## config.mk

```make
export PLATFORM = sky130hd
export DESIGN_NAME = rfid_tag_frame_decoder_flat
export DESIGN_NICKNAME = d
export VERILOG_FILES = /design/src/common/rfid_pkg.sv /design/src/common/rfid_link_if.sv /design/src/hw/rfid_tag_frame_decoder.sv /design/src/flat_wrapper.sv
export SDC_FILE = /design/constraint.sdc
export NUM_CORES = 1
export LEC_CHECK = 0
export BUFFER_PORTS_ARGS = -buffer_cell sky130_fd_sc_hd__buf_2
export CORE_MARGIN = 5
export CORE_UTILIZATION = 57
export DETAILED_ROUTE_END_ITERATION = 8
export PLACE_DENSITY = 0.75
export SYNTH_ARGS = -nofsm -noshare
export SYNTH_HDL_FRONTEND = slang
export SYNTH_SLANG_ARGS = --single-unit
```

## constraint.sdc

```tcl
create_clock -name sys_clk_i -period 2.25 [get_ports sys_clk_i]
set_input_delay 0.675 -clock sys_clk_i [delete_from_list [all_inputs] [get_ports sys_clk_i]]
set_output_delay 0.675 -clock sys_clk_i [all_outputs]
set_load 0.02 [all_outputs]
```

## src/common/rfid_pkg.sv

```systemverilog
`default_nettype none
package rfid_pkg;
   localparam int unsigned SYS_CLK_HZ = 200_000_000;
   localparam int unsigned CARRIER_HZ = 125_000;
   localparam int unsigned SAMPLE_CARRIER_PERIODS = 32;
   localparam int unsigned SAMPLE_CYCLES =
      SYS_CLK_HZ / CARRIER_HZ * SAMPLE_CARRIER_PERIODS;
   localparam int unsigned HALF_BITS = 128;
   localparam int unsigned FRAME_BITS = 64;
   localparam int unsigned ID_BITS = 40;
   localparam int unsigned HEADER_BITS = 9;
   localparam int unsigned ROWS = 10;
   localparam int unsigned ROW_DATA = 4;
   localparam int unsigned ROW_BITS = 5;
   localparam int unsigned COL_PARITY_POS = 59;
   localparam int unsigned SHIFT_EDGES = 39;
   localparam int unsigned RESTART_NS = 100;
   localparam int unsigned RESTART_CYCLES =
      (RESTART_NS * (SYS_CLK_HZ / 1_000_000) + 999) / 1000;
   localparam int unsigned SCK_MIN_NS = 100;
   localparam int unsigned SCK_CYCLES =
      (SCK_MIN_NS * (SYS_CLK_HZ / 1_000_000) + 999) / 1000;
   localparam int unsigned FIFO_DEPTH = 2;

   typedef enum logic [1:0] {
      acquire_phase,
      format_check_phase,
      transfer_phase
   } seq_state_t;

   typedef enum logic [2:0] {
      host_off,
      host_restart,
      host_wait_found,
      host_sample,
      host_sck_high,
      host_sck_low,
      host_push
   } host_state_t;
endpackage : rfid_pkg
`default_nettype wire

```

## src/common/rfid_link_if.sv

```systemverilog
`timescale 1ns/1ps
`default_nettype none
interface rfid_link_if;
   logic power_on;
   logic restart;
   logic shift_clk;
   logic found;
   logic serial_id_out;

   modport dev (
      input power_on,
      input restart,
      input shift_clk,
      output found,
      output serial_id_out
   );

   modport host (
      output power_on,
      output restart,
      output shift_clk,
      input found,
      input serial_id_out
   );
endinterface : rfid_link_if
`default_nettype wire

```

## src/hw/rfid_tag_frame_decoder.sv

```systemverilog
`timescale 1ns/1ps
`default_nettype none
module rfid_tag_frame_decoder #(
   parameter int unsigned SAMPLE_CYCLES = rfid_pkg::SAMPLE_CYCLES
) (
   input wire logic sys_clk_i,
   input wire logic rstn_i,
   input wire logic tag_half_bit_i,
   rfid_link_if.dev link
);
   localparam int unsigned CW = $clog2(SAMPLE_CYCLES + 1);
   localparam int unsigned FW = $clog2(rfid_pkg::HALF_BITS + 1);
   localparam int unsigned RW = $clog2(rfid_pkg::FRAME_BITS);
   localparam int unsigned SW = $clog2(rfid_pkg::SHIFT_EDGES + 1);

   function automatic logic manchester_ok(
      input logic [rfid_pkg::HALF_BITS-1:0] h
   );
      logic ok;
      ok = 1'b1;
      for (int j = 0; j < rfid_pkg::FRAME_BITS; j++) begin
         ok = ok & (h[2*j] ^ h[2*j+1]);
      end
      return ok;
   endfunction : manchester_ok

   // frame bit i (0 = oldest) sits at f[63-i]
   function automatic logic frame_ok(
      input logic [rfid_pkg::FRAME_BITS-1:0] f
   );
      logic ok;
      logic col;
      int top;
      ok = 1'b1;
      top = rfid_pkg::FRAME_BITS - 1;
      for (int i = 0; i < rfid_pkg::HEADER_BITS; i++) begin
         ok = ok & f[top-i];
      end
      for (int r = 0; r < rfid_pkg::ROWS; r++) begin
         col = 1'b0;
         for (int c = 0; c < rfid_pkg::ROW_BITS; c++) begin
            col = col ^ f[top-rfid_pkg::HEADER_BITS-rfid_pkg::ROW_BITS*r-c];
         end
         ok = ok & ~col;
      end
      for (int c = 0; c < rfid_pkg::ROW_DATA; c++) begin
         col = f[top-rfid_pkg::COL_PARITY_POS-c];
         for (int r = 0; r < rfid_pkg::ROWS; r++) begin
            col = col ^ f[top-rfid_pkg::HEADER_BITS-rfid_pkg::ROW_BITS*r-c];
         end
         ok = ok & ~col;
      end
      ok = ok & ~f[0];
      return ok;
   endfunction : frame_ok

   function automatic logic [rfid_pkg::ID_BITS-1:0] extract_id(
      input logic [rfid_pkg::FRAME_BITS-1:0] f
   );
      logic [rfid_pkg::ID_BITS-1:0] id;
      int top;
      id = '0;
      top = rfid_pkg::FRAME_BITS - 1;
      for (int r = 0; r < rfid_pkg::ROWS; r++) begin
         for (int c = 0; c < rfid_pkg::ROW_DATA; c++) begin
            id[rfid_pkg::ID_BITS-1-rfid_pkg::ROW_DATA*r-c] =
               f[top-rfid_pkg::HEADER_BITS-rfid_pkg::ROW_BITS*r-c];
         end
      end
      return id;
   endfunction : extract_id

   rfid_pkg::seq_state_t state_q;
   logic [2:0] sck_sync_q;
   logic [1:0] restart_sync_q;
   logic [1:0] power_sync_q;
   logic [1:0] tag_sync_q;
   logic [CW-1:0] sample_cnt_q;
   logic sample_tick;
   logic [rfid_pkg::HALF_BITS-1:0] half_q;
   logic [FW-1:0] fill_q;
   logic [rfid_pkg::FRAME_BITS-1:0] frame_q;
   logic [rfid_pkg::FRAME_BITS-1:0] frame_d;
   logic [RW-1:0] rot_q;
   logic [rfid_pkg::ID_BITS-1:0] id_q;
   logic [SW-1:0] shift_cnt_q;
   logic restart_s;
   logic power_s;
   logic sck_rise;
   logic hold_idle;
   logic acq_ready;
   logic check_pass;
   logic check_fail;

   // first stages feed only the second stages
   always_ff @(posedge sys_clk_i) begin
      if (!rstn_i) begin
         sck_sync_q <= 3'h0;
         restart_sync_q <= 2'h0;
         power_sync_q <= 2'h0;
         tag_sync_q <= 2'h0;
      end else begin
         sck_sync_q <= {sck_sync_q[1:0], link.shift_clk};
         restart_sync_q <= {restart_sync_q[0], link.restart};
         power_sync_q <= {power_sync_q[0], link.power_on};
         tag_sync_q <= {tag_sync_q[0], tag_half_bit_i};
      end
   end

   assign restart_s = restart_sync_q[1];
   assign power_s = power_sync_q[1];
   assign sck_rise = sck_sync_q[1] & ~sck_sync_q[2];
   assign hold_idle = !power_s || restart_s;
   assign acq_ready = (fill_q == FW'(rfid_pkg::HALF_BITS))
                      && manchester_ok(half_q);
   assign check_pass = (state_q == rfid_pkg::format_check_phase)
                       && frame_ok(frame_q);
   assign check_fail = (state_q == rfid_pkg::format_check_phase)
                       && !frame_ok(frame_q)
                       && (rot_q == RW'(rfid_pkg::FRAME_BITS - 1));

   // sequencer
   always_ff @(posedge sys_clk_i) begin
      if (!rstn_i || hold_idle) begin
         state_q <= rfid_pkg::acquire_phase;
      end else begin
         unique case (state_q)
            rfid_pkg::acquire_phase: begin
               if (acq_ready) begin
                  state_q <= rfid_pkg::format_check_phase;
               end
            end
            rfid_pkg::format_check_phase: begin
               if (check_pass) begin
                  state_q <= rfid_pkg::transfer_phase;
               end else if (check_fail) begin
                  state_q <= rfid_pkg::acquire_phase;
               end
            end
            rfid_pkg::transfer_phase: begin
               state_q <= rfid_pkg::transfer_phase;
            end
         endcase
      end
   end

   // carrier/32 sample enable, runs only while acquiring
   always_ff @(posedge sys_clk_i) begin
      if (!rstn_i || hold_idle || state_q != rfid_pkg::acquire_phase) begin
         sample_cnt_q <= '0;
      end else if (sample_cnt_q == CW'(SAMPLE_CYCLES - 1)) begin
         sample_cnt_q <= '0;
      end else begin
         sample_cnt_q <= sample_cnt_q + 1'b1;
      end
   end

   assign sample_tick = (state_q == rfid_pkg::acquire_phase)
                        && (sample_cnt_q == CW'(SAMPLE_CYCLES - 1));

   // sliding window: a misaligned half-bit pairing fails and slides on
   always_ff @(posedge sys_clk_i) begin
      if (!rstn_i || hold_idle || check_fail) begin
         half_q <= '0;
         fill_q <= '0;
      end else if (sample_tick) begin
         half_q <= {half_q[rfid_pkg::HALF_BITS-2:0], tag_sync_q[1]};
         if (fill_q != FW'(rfid_pkg::HALF_BITS)) begin
            fill_q <= fill_q + 1'b1;
         end
      end
   end

   // earlier half of each pair gives the bit value
   always_comb begin
      frame_d = '0;
      for (int j = 0; j < rfid_pkg::FRAME_BITS; j++) begin
         frame_d[j] = half_q[2*j+1];
      end
   end

   // one rotation per cycle finds the header at any alignment
   always_ff @(posedge sys_clk_i) begin
      if (!rstn_i || hold_idle) begin
         frame_q <= '0;
         rot_q <= '0;
      end else if (state_q == rfid_pkg::acquire_phase) begin
         frame_q <= frame_d;
         rot_q <= '0;
      end else if (state_q == rfid_pkg::format_check_phase
                   && !check_pass) begin
         frame_q <= {frame_q[rfid_pkg::FRAME_BITS-2:0],
                     frame_q[rfid_pkg::FRAME_BITS-1]};
         rot_q <= rot_q + 1'b1;
      end
   end

   // id loads on the same edge that raises found
   always_ff @(posedge sys_clk_i) begin
      if (!rstn_i || hold_idle) begin
         id_q <= '0;
         shift_cnt_q <= '0;
      end else if (check_pass) begin
         id_q <= extract_id(frame_q);
         shift_cnt_q <= '0;
      end else if (state_q == rfid_pkg::transfer_phase && sck_rise
                   && shift_cnt_q != SW'(rfid_pkg::SHIFT_EDGES)) begin
         id_q <= {id_q[rfid_pkg::ID_BITS-2:0], 1'b0};
         shift_cnt_q <= shift_cnt_q + 1'b1;
      end
   end

   assign link.found = (state_q == rfid_pkg::transfer_phase);
   assign link.serial_id_out = id_q[rfid_pkg::ID_BITS-1];
endmodule : rfid_tag_frame_decoder
`default_nettype wire

```

## src/flat_wrapper.sv

```systemverilog
// flat-port wrapper written by rule: the top's interface ports become plain ports
module rfid_tag_frame_decoder_flat 
#(
   parameter int unsigned SAMPLE_CYCLES = rfid_pkg::SAMPLE_CYCLES
)
  (sys_clk_i, rstn_i, tag_half_bit_i, link_power_on, link_restart, link_shift_clk, link_found, link_serial_id_out);
  rfid_link_if link_i ();
  input wire logic sys_clk_i;
  input wire logic rstn_i;
  input wire logic tag_half_bit_i;
  input wire logic [$bits(link_i.power_on)-1:0] link_power_on;
  input wire logic [$bits(link_i.restart)-1:0] link_restart;
  input wire logic [$bits(link_i.shift_clk)-1:0] link_shift_clk;
  output wire logic [$bits(link_i.found)-1:0] link_found;
  output wire logic [$bits(link_i.serial_id_out)-1:0] link_serial_id_out;
  assign link_i.power_on = link_power_on;
  assign link_i.restart = link_restart;
  assign link_i.shift_clk = link_shift_clk;
  assign link_found = link_i.found;
  assign link_serial_id_out = link_i.serial_id_out;
  rfid_tag_frame_decoder #(.SAMPLE_CYCLES(SAMPLE_CYCLES)) u_core (.sys_clk_i(sys_clk_i), .rstn_i(rstn_i), .tag_half_bit_i(tag_half_bit_i), .link(link_i));
endmodule
```

* Word-level counts from Yosys, hierarchy flattened
Cells that the tools add are included.
** Storage, ports and cells
- Register bits :: 279
- Word-level logic and storage cells :: 305
** Operators by class
- Add/sub/neg operators :: 4
- Equal/unequal tests :: 9
- Mux-type cells :: 8
- Bitwise gates (word level) :: 247
- Reductions and logical operators :: 25
** Operator list (number)
- $xor 1x1->1 :: 144
- $mux 64 :: 2
- $and 1x1->1 :: 87
- $mux 40 :: 2
- $add 16x1->16 const B :: 1
- $eq 16x16->1 const B :: 1
- $not 1->1 :: 16
- $add 6x1->6 const B :: 2
- $add 8x1->8 const B :: 1
- $eq 8x8->1 const B :: 1
- $logic_and 1x1->1 :: 8
- $ne 8x8->1 const B :: 1
- $eq 6x6->1 const B :: 1
- $mux 2 :: 3
- $ne 6x6->1 const B :: 1
- $pmux 2 s3 :: 1
- $reduce_bool 2->1 :: 3
- $reduce_or 2->1 :: 3
- $logic_not 1->1 :: 4
- $logic_or 1x1->1 :: 4
- $reduce_and 2->1 :: 2
- $ne 3x1->1 const B :: 1
- $eq 2x1->1 const B :: 1
- $eq 2x2->1 const B :: 1
- 2 further kinds :: 2

* Logic depth before layout (Yosys ltp)
Gate-level depths: netlist of run 1.
- Depth in word-level cells :: 67
- Gate-level depth with buffers :: 10
- Gate-level depth less buffers :: 8

* Worst setup path after synthesis of run 1
No wires, ideal clock.
- Path kind :: flip-flop to flip-flop
- Start :: reg u_core.frame_q[9] (netlist bit)
- End :: reg u_core.half_q[100] (netlist bit)
- Setup time :: 0.066 ns
- Arrival time :: 2.261 ns
- Slack :: -0.077 ns
- Stages on the path, launching flop included :: 11
- Clock period less this slack :: 2.327 ns
- Cell sequence :: dfxtp_1 xnor2_1 xnor2_1 xnor3_1 nor4_2 a31o_1 buf_4 o21ai_2 buf_4 buf_6 a21oi_2
** Between the ends
- Longest elaborated chain between the ends :: 15
** RTL lines
- start: declaration :: RTL line rfid_tag_frame_decoder.sv:82 : logic [rfid_pkg::FRAME_BITS-1:0] frame_q;
- start signal: assignment :: RTL line rfid_tag_frame_decoder.sv:188 : frame_q <= frame_d;
- start signal: assignment :: RTL line rfid_tag_frame_decoder.sv:192 : frame_q <= {frame_q[rfid_pkg::FRAME_BITS-2:0],
- $xor 1x1->1 (4 in a row) :: RTL line rfid_tag_frame_decoder.sv:42 : col = col ^ f[top-rfid_pkg::HEADER_BITS-rfid_pkg::ROW_BITS*r-c];
- $not 1->1 :: RTL line rfid_tag_frame_decoder.sv:44 : ok = ok & ~col;
- $and 1x1->1 :: RTL line rfid_tag_frame_decoder.sv:44
- $and 1x1->1 * (4 in a row) :: RTL line rfid_tag_frame_decoder.sv:51 : ok = ok & ~col;
- $and 1x1->1 * :: RTL line rfid_tag_frame_decoder.sv:53 : ok = ok & ~f[0];
- $logic_not 1->1 * :: RTL line rfid_tag_frame_decoder.sv:119 : && !frame_ok(frame_q)
- $logic_and 1x1->1 * :: RTL line rfid_tag_frame_decoder.sv:119
- $logic_and 1x1->1 * :: RTL line rfid_tag_frame_decoder.sv:120 : && (rot_q == RW'(rfid_pkg::FRAME_BITS - 1));
- $logic_or 1x1->1 * :: RTL line rfid_tag_frame_decoder.sv:163 : if (!rstn_i || hold_idle || check_fail) begin
- end signal: assignment :: RTL line rfid_tag_frame_decoder.sv:167 : half_q <= {half_q[rfid_pkg::HALF_BITS-2:0], tag_sync_q[1]};
- end: declaration :: RTL line rfid_tag_frame_decoder.sv:80 : logic [rfid_pkg::HALF_BITS-1:0] half_q;
Mark *: on every way between the ends. The rest lies on a longest branch, timed or not.
A chain may end at the register's enable or synchronous reset.

* Worst setup path after layout of run 1
- Start :: reg u_core.frame_q[35] (netlist bit)
- End :: reg u_core.half_q[116] (netlist bit)
** Between the ends
- Longest elaborated chain between the ends :: 18
** RTL lines (RTL line)
- $xor 1x1->1 :: rfid_tag_frame_decoder.sv:42
- $not 1->1 :: rfid_tag_frame_decoder.sv:44
- $and 1x1->1 (7 in a row) :: rfid_tag_frame_decoder.sv:44
- $and 1x1->1 (4 in a row) :: rfid_tag_frame_decoder.sv:51
- $and 1x1->1 :: rfid_tag_frame_decoder.sv:53
- $logic_not 1->1 :: rfid_tag_frame_decoder.sv:119
- $logic_and 1x1->1 :: rfid_tag_frame_decoder.sv:119
- $logic_and 1x1->1 :: rfid_tag_frame_decoder.sv:120
- $logic_or 1x1->1 :: rfid_tag_frame_decoder.sv:163
Every way passes these cells.

==> results of run 1 <==
[critical path: stages, from the launching register on]
cell and delay [ns]:
dfxtp_1 0.34, xnor3_1 0.43, xnor2_1 0.28, nand3_1 0.17
nor4_4 0.31, a31o_4 0.25, buf_12 0.14, o21ai_4 0.10
buf_12 0.18, buf_12 0.14, clkbuf_16 0.17, a21oi_4 0.12
[registers in the layout (all words and copies together) (netlist names)]
| register | count |
|---|---|
| u_core.fill_q | 8 |
| u_core.frame_q | 64 |
| u_core.half_q | 128 |
| u_core.id_q | 40 |
| u_core.power_sync_q | 2 |
| u_core.restart_sync_q | 2 |
| u_core.rot_q | 6 |
| u_core.sample_cnt_q | 16 |
| u_core.sck_sync_q | 3 |
| u_core.shift_cnt_q | 6 |
| u_core.state_q | 2 |
| u_core.tag_sync_q | 2 |
[layer usage]
metal	GRT usage [%]	wire length [microns]
met1	33.1	15200
met2	37.6	17500
met3	3.70	2660
met4	8.61	1940
met5	0	0
[cell usage after synthesis, types with 2 or more instances]
master,instances
a21oi_1,155
a21oi_2,40
a31o_2,2
and2_1,11
and3_1,5
and3b_1,2
and4_1,3
buf_4,12
buf_6,4
clkbuf_1,71
dfxtp_1,279
ha_1,8
inv_1,7
mux2_2,40
mux2i_1,108
nand2_1,273
nand3_1,16
nand3b_1,2
nand4_1,20
nor2_1,78
nor3_1,8
nor4_1,12
o21ai_0,64
or3_1,2
xnor2_1,92
xnor3_1,13
xor2_1,52
[kinds of logic after synthesis]
family / count (synthesis) / synth area share, %
buf+inv: 97 / 3.50
simple gates: 438 / 14.8
compound gates: 268 / 12.1
xor+xnor: 157 / 12.3
fa+ha+maj: 8 / 0.795
mux: 148 / 12.2
flops: 279 / 44.4
[power by group through the flow]
| stage | sequential [mW] | clock, mW | combinational (mW) |
|---|---|---|---|
| final | 4.95 | 4.78 | 0.148 |
| after global routing | 4.95 | 5.02 | 0.152 |
| after floorplan | 5.06 | 0 | 0.0451 |
| after detailed placement | 5.06 | 0 | 0.0645 |
| after CTS | 4.95 | 4.76 | 0.0792 |
| after global placement | 5.06 | 0 | 0.0646 |
[what timing repair did]
action | in CTS | in global routing
setup buffers | 9 | 17
hold endpoints to repair | 0 | 0
pin swaps | 30 | 68
gates resized for setup | 49 | 164
cloned | 8 | 27
setup endpoints to repair | 253 | 254
[per-stage QoR]
step	cells	TNS (ns)	setup WS, ns	util [%]	area (sq um)
CTS	1789	-39.07	-0.221	69.9	15200
finish	1828	-94.41	-0.475	75.8	16500
floorplan	1395	0	0.00180	-	12600
global placement	1720	-44.71	-0.249	63.4	13800
global route	1828	-111.72	-0.542	75.8	16500
detailed placement	1720	-48.65	-0.282	63.4	13800
[how the worst max path moves through the flow]
stage                                    startpoint                              end  slack [ns]  cells past startpoint
floorplan           u_core.frame_q[11]$_SDFFE_PP0P_  u_core.half_q[100]$_SDFFE_PP0P_       0.002                     10
global placement     u_core.frame_q[6]$_SDFFE_PP0P_     u_core.id_q[28]$_SDFFE_PP0P_       -0.25                      8
detailed placement   u_core.frame_q[6]$_SDFFE_PP0P_  u_core.frame_q[53]$_SDFFE_PP0P_       -0.28                      8
CTS                 u_core.frame_q[47]$_SDFFE_PP0P_   u_core.frame_q[4]$_SDFFE_PP0P_       -0.22                      8
global route        u_core.frame_q[35]$_SDFFE_PP0P_     u_core.id_q[17]$_SDFFE_PP0P_       -0.54                     10
finish              u_core.frame_q[35]$_SDFFE_PP0P_  u_core.half_q[116]$_SDFFE_PP0P_       -0.47                     11
[final cells by class]
class	count	area [sq um]
Clock buffer	40	817
Multi-Input combinational cell	1019	7240
Fill cell	1261	5270
Tap cell	280	350
Inverter	8	31.3
Clock inverter	13	118
Timing Repair Buffer	189	2330
Sequential cell	279	5600
==> impl_results.md, run 1 <==
* Status: finished with violations
* Failing checks: setup timing
* Tightest Pin Transition at 0.541 ns
* Post-DRT Antenna Nets at 0
* Internal Power at 7.77 mW
* Maximum clock path buffer count at 3
* Post-Synthesis Cells at 1395
* CP endpoint kind: flip-flop
* Syn Area/Cell at 9.02 sq um
* Sequential Power Share at 50.1%
* Die area at 0.0252 sq mm
* Worst Hold End: u_core.power_sync_q[0]$_SDFF_PN0_
* First DRT Iteration DRCs at 1104
* Switching Fraction at 21.3%
* Area Growth Syn to Fin at 31.0%
* Headroom to the max-slew limit at 63.6%
* Fraction of layout cells with a size suffix above 1 at 30.1%
* RSZ-0062 raised after global routing: yes
* Worst setup SP type: flip-flop
* Leak Pwr at 6.09 nW
* WHS at 0.331 ns
* Total power at 9.87 mW
* Post-synth top area share at 44.4%
* Worst Clk Skew at 0.00839 ns
* Post-route DRC at 0
* Depth of the most critical reg-to-reg path at 11
* # port buffers at 7
* Data arrival, critical path at 3.21 ns
* Comb pwr share at 1.5%
* Via density per instance at 5.95
* Maximum VDD drop at 496 uV
* FF+latch count, synth at 279
* Final Slew Violations at 0
* Antenna diodes at 0
* Reg2reg start: u_core.frame_q[35]$_SDFFE_PP0P_
* Post-synth net total at 1409
* Net Switching at 2.10 mW
* Most frequent cells in the layout: 273 x nand2_1, 268 x dfxtp_1, 122 x a21oi_2
* Cell variety after synth at 43
* CP Max Fanout at 6
* Hold WC Path Type: input pin to flip-flop
* Post-synth EDFFs at 0
* Clk pin slew, worst setup/hold paths at 0.06 ns
* Antenna violations before repair at 0
* Largest net degree at the start of global routing at 59
* Initial Util at 57.9%
* WP data required at 2.73 ns
* Final WL at 37300 microns
* Vias in the first global route at 9596
* GPL Wtd Cong at 0.808
* Total GRT Usage at 23.8%
* Via count at 10900
* Global route overflow at 0
* Clk sinks at 279
* Seq/Total Area, Yosys at 44.4%
* Cts hold-fix bufs at 0
* Cell taking the most area after synthesis: dfxtp_1
* Final Net Count at 1540
* Core Region at 0.0218 sq mm
* PwrDens at 599 mW/mm^2
* CTS Buf Count at 29
* Clk root buf: clkbuf_16
* CTS tree: yes
* Post-Syn Area at 0.0126 sq mm
* WS Path Type: flip-flop to flip-flop
* Final period utilization at 121%
* Reg2reg setup slack at -0.47 ns
* Final hold viol count at 0
* Ys Warns at 0
* Endpoints failing setup at 254
* Minimum clock period at 2.72 ns
* Min-delay src: link_power_on
* H-tree level count at 1
* Worst hold path depth at 2
* FFs w/ async S/R, synth at 0%
* Post-route setup slack at -0.475 ns
* Reg2reg end: u_core.half_q[116]$_SDFFE_PP0P_
* Commonest non-fill, non-tap cell in the layout: nand2_1
* Hpwl dp at 19800 microns
* Peak Freq at 367 MHz
* Cell Rows at 54
* First drt pass iteration count at 5
* Die X-Extent at 159 microns
* Height of the die at 159 microns
* Worst-skew pair later-pin latency at 0.55 ns
* Routed length per instance at 20.4 microns
* Clock share of power at 48.4%
* I/O pins at 8
* First-pass GRT wire length at 48600 microns
* Main area contributors after synthesis: dfxtp_1 44%, mux2i_1 8.6%, nand2_1 8.1%
* Max-cap violations at 0
* Ys flop type: dfxtp_1
No activity file was read; power rests on OpenSTA's default activity.
==> run 2: changes to the inputs <==
- ABC_AREA: default -> 1
==> impl_results.md, run 2 <==
* Core Region at 0.0227 sq mm (was 0.0218 sq mm)
* Hold WC Path Type: input pin to flip-flop (unchanged)
* PwrDens at 642 mW/mm^2 (was 599 mW/mm^2)
* Maximum clock path buffer count at 3 (unchanged)
* Post-route DRC at 0 (unchanged)
* Post-synth top cells: 709 x nand2_1, 279 x dfxtp_1, 177 x a21oi_1, 147 x nor2_1, 127 x inv_1 (was 279 x dfxtp_1, 273 x nand2_1, 155 x a21oi_1, 108 x mux2i_1, 92 x xnor2_1)
* Ys flop type: dfxtp_1 (unchanged)
* FF+latch count, synth at 279 (unchanged)
* WS Path Type: flip-flop to flip-flop (unchanged)
* Global route overflow at 0 (unchanged)
* Main area contributors after synthesis: dfxtp_1 42%, nand2_1 20%, a21oi_1 6.7% (was dfxtp_1 44%, mux2i_1 8.6%, nand2_1 8.1%)
* CTS Buf Count at 29 (unchanged)
* Via count at 12200 (was 10900)
* Tightest Pin Transition at 0.479 ns (was 0.541 ns)
* Worst-skew pair later-pin latency at 0.54 ns (was 0.55 ns)
* WP data required at 2.71 ns (was 2.73 ns)
* Placed cells at 2188 (was 1720)
* Cell taking the most area after synthesis: dfxtp_1 (unchanged)
* Leak Pwr at 6.17 nW (was 6.09 nW)
* Maximum VDD drop at 1150 uV (was 496 uV)
* Worst setup SP type: flip-flop (unchanged)
* H-tree level count at 1 (unchanged)
* Cell variety after synth at 34 (was 43)
* Largest net degree at the start of global routing at 108 (was 59)
* Worst Clk Skew at 0.0163 ns (was 0.00839 ns)
* Clk pin slew, worst setup/hold paths at 0.06 ns (about the same)
* Cell mode on critical path: nand2_1 (was buf_12)
* Height of the die at 162 microns (was 159 microns)
* Top-count cell post-synth: nand2_1 (was dfxtp_1)
* Cell Rows at 55 (was 54)
* Post-DRT Antenna Nets at 0 (unchanged)
* Max-cap violations at 0 (unchanged)
* Cells along the critical path: inv_1 > nand2_1 > nand2_1 > nand2_1 > nand2_1 > nand2_1 > nand2_1 > nor2_1 > nand2_1 > clkinv_1 > nand2_1 > nor2_2 > nand2_2 > nand2_4 > o21ai_4 > buf_12 > buf_16 > a21oi_1 (was xnor3_1 > xnor2_1 > nand3_1 > nor4_4 > a31o_4 > buf_12 > o21ai_4 > buf_12 > buf_12 > clkbuf_16 > a21oi_4)
* Endpoints failing setup at 0 (was 254)
* Area Growth Syn to Fin at 15.2% (was 31.0%)
* Post-synth EDFFs at 0 (unchanged)
* Antenna diodes at 0 (unchanged)
* Largest registers: u_core.half_q (128), u_core.frame_q (64), u_core.id_q (40) (unchanged)
* Data arrival, critical path at 2.67 ns (was 3.21 ns)
* Vias in the first global route at 10700 (was 9596)
* Hpwl dp at 20800 microns (was 19800 microns)
* Status: complete, no violations (was finished with violations)
* Fraction of layout cells with a size suffix above 1 at 13.2% (was 30.1%)
* Die X-Extent at 162 microns (was 159 microns)
* CTS tree: yes (unchanged)
* Max FFs per register at 128 (unchanged)
* Post-Synthesis Cells at 1942 (was 1395)
* Commonest non-fill, non-tap cell in the layout: nand2_1 (unchanged)
* Reg2reg setup slack at 0.04 ns (was -0.47 ns)
* Post-Syn Area at 0.0132 sq mm (was 0.0126 sq mm)
* Finished Core Util at 67.0% (was 75.8%)
* Top reg by flops: u_core.half_q (unchanged)
* Fin Setup TNS at 0 ns (was -94.41 ns)
* Slowest cell delay on critical path at 0.39 ns (was 0.43 ns)
* Syn Area/Cell at 6.81 sq um (was 9.02 sq um)
* Via density per instance at 5.39 (was 5.95)
* First DRT Iteration DRCs at 1066 (was 1104)
* Ys Warns at 0 (unchanged)
* Seq/Total Area, Yosys at 42.3% (was 44.4%)
* CP endpoint kind: flip-flop (unchanged)
* Antenna violations before repair at 0 (unchanged)
* Final WL at 32700 microns (was 37300 microns)
* Minimum clock period at 2.21 ns (was 2.72 ns)
* Clk root buf: clkbuf_16 (unchanged)
* Most frequent cells in the layout: 699 x nand2_1, 245 x dfxtp_1, 144 x nor2_1 (was 273 x nand2_1, 268 x dfxtp_1, 122 x a21oi_2)
* Clk sinks at 279 (unchanged)
* Initial Util at 58.2% (was 57.9%)
* Die area at 0.0263 sq mm (was 0.0252 sq mm)
* # port buffers at 7 (unchanged)
* Headroom to the max-slew limit at 67.7% (was 63.6%)
* Final hold viol count at 0 (unchanged)
* Non-Filler Instances at 2255 (was 1828)
* First drt pass iteration count at 5 (unchanged)
* Total power at 9.78 mW (was 9.87 mW)
* FFs w/ async S/R, synth at 0% (unchanged)
* Dpl ws at -0.0306 ns (was -0.282 ns)
* Routed length per instance at 14.5 microns (was 20.4 microns)
* Final Slew Violations at 0 (unchanged)
* Delay-heaviest family, CP: simple AND/OR/NAND/NOR gates (was XOR/XNOR gates)
* Peak Freq at 453 MHz (was 367 MHz)
* RSZ-0062 raised after global routing: yes (unchanged)
* Worst path buffer plus inverter count at 4 (unchanged)
* Post-synth top area share at 42.3% (was 44.4%)
* Critical Path Slowest Stage Cell: dfxtp_2 (was xnor3_1)
* Post-synth net total at 1956 (was 1409)
* First-pass GRT wire length at 51400 microns (was 48600 microns)
* Post-route setup slack at 0.0448 ns (was -0.475 ns)
* Final period utilization at 98.0% (was 121%)
* Final Net Count at 1963 (was 1540)
* GPL Wtd Cong at 0.902 (was 0.808)
* Total GRT Usage at 23.0% (was 23.8%)
* I/O pins at 8 (unchanged)
* CP Max Fanout at 33 (was 6)
run 2: metrics by stage:
step / hold WS, ns / instance area [sq um]
floorplan: 0.390 / 13200
global placement: 0.393 / 13700
detailed placement: 0.402 / 13700
CTS: 0.303 / 14700
global route: 0.305 / 15200
finish: 0.314 / 15200
run 2: logic make-up after synthesis:
kind of cell | after synthesis | synth area share (%)
buffers and inverters | 232 | 7.73
and+or+nand+nor | 998 | 30.4
DFF | 279 | 42.3
xor gates and xnor gates | 95 | 6.30
AOI/OAI and AO/OA | 330 | 12.6
adders and majority gates | 8 | 0.757
run 2: metal layers:
metal  vias up  share of wire (%)  GRT usage [%]  wire length, microns
li1       6197                  -              -                     -
met1      5664                 47           33.7                 15500
met2       260                 46           36.9                 14900
met3        44                5.4           2.77                  1760
met4         0                1.7           4.00                   544
met5         -                  0              0                     0
run 2: layout make-up:
cell class / count / area [sq um]
Fill cell: 1926 / 7490
Tap cell: 285 / 357
Clock inverter: 11 / 111
Multi-Input combinational cell: 1432 / 6940
Clock buffer: 41 / 841
Inverter: 133 / 508
Timing Repair Buffer: 74 / 838
Sequential cell: 279 / 5630
run 2: worst paths after layout:
kind,start,endpoint,depth (start not counted)
max,u_core.frame_q[52]$_SDFFE_PP0P_,u_core.half_q[56]$_SDFFE_PP0P_,18
min,link_restart,u_core.restart_sync_q[0]$_SDFF_PN0_,3
max reg2reg,u_core.frame_q[52]$_SDFFE_PP0P_,u_core.half_q[56]$_SDFFE_PP0P_,18
min reg2reg,u_core.sck_sync_q[0]$_SDFF_PN0_,u_core.sck_sync_q[1]$_SDFF_PN0_,2
run 2: worst reg2reg max path, stage by stage (launching register included):
cell and delay, ns:
dfxtp_2 0.39, inv_1 0.09, nand2_1 0.07, nand2_1 0.05, nand2_1 0.08, nand2_1 0.06, nand2_1 0.06, nand2_1 0.06
nor2_1 0.13, nand2_1 0.07, clkinv_1 0.05, nand2_1 0.05, nor2_2 0.13, nand2_2 0.09, nand2_4 0.14, o21ai_4 0.09
buf_12 0.18, buf_16 0.18, a21oi_1 0.15
run 2: power breakdown:
group | leakage (nW) | switching [mW] | internal, mW
sequential | 2.27 | 0.00258 | 4.94
combinational | 3.43 | 0.0532 | 0.0238
clock | 0.474 | 1.94 | 2.82
run 2: what timing repair did:
item / CTS / global route
hold buffers: 0 / 0
setup endpoints to repair: 25 / 251
pin swaps: 0 / 9
resized for setup: 2 / 145
buffers inserted: 0 / 8
gates cloned: 0 / 7
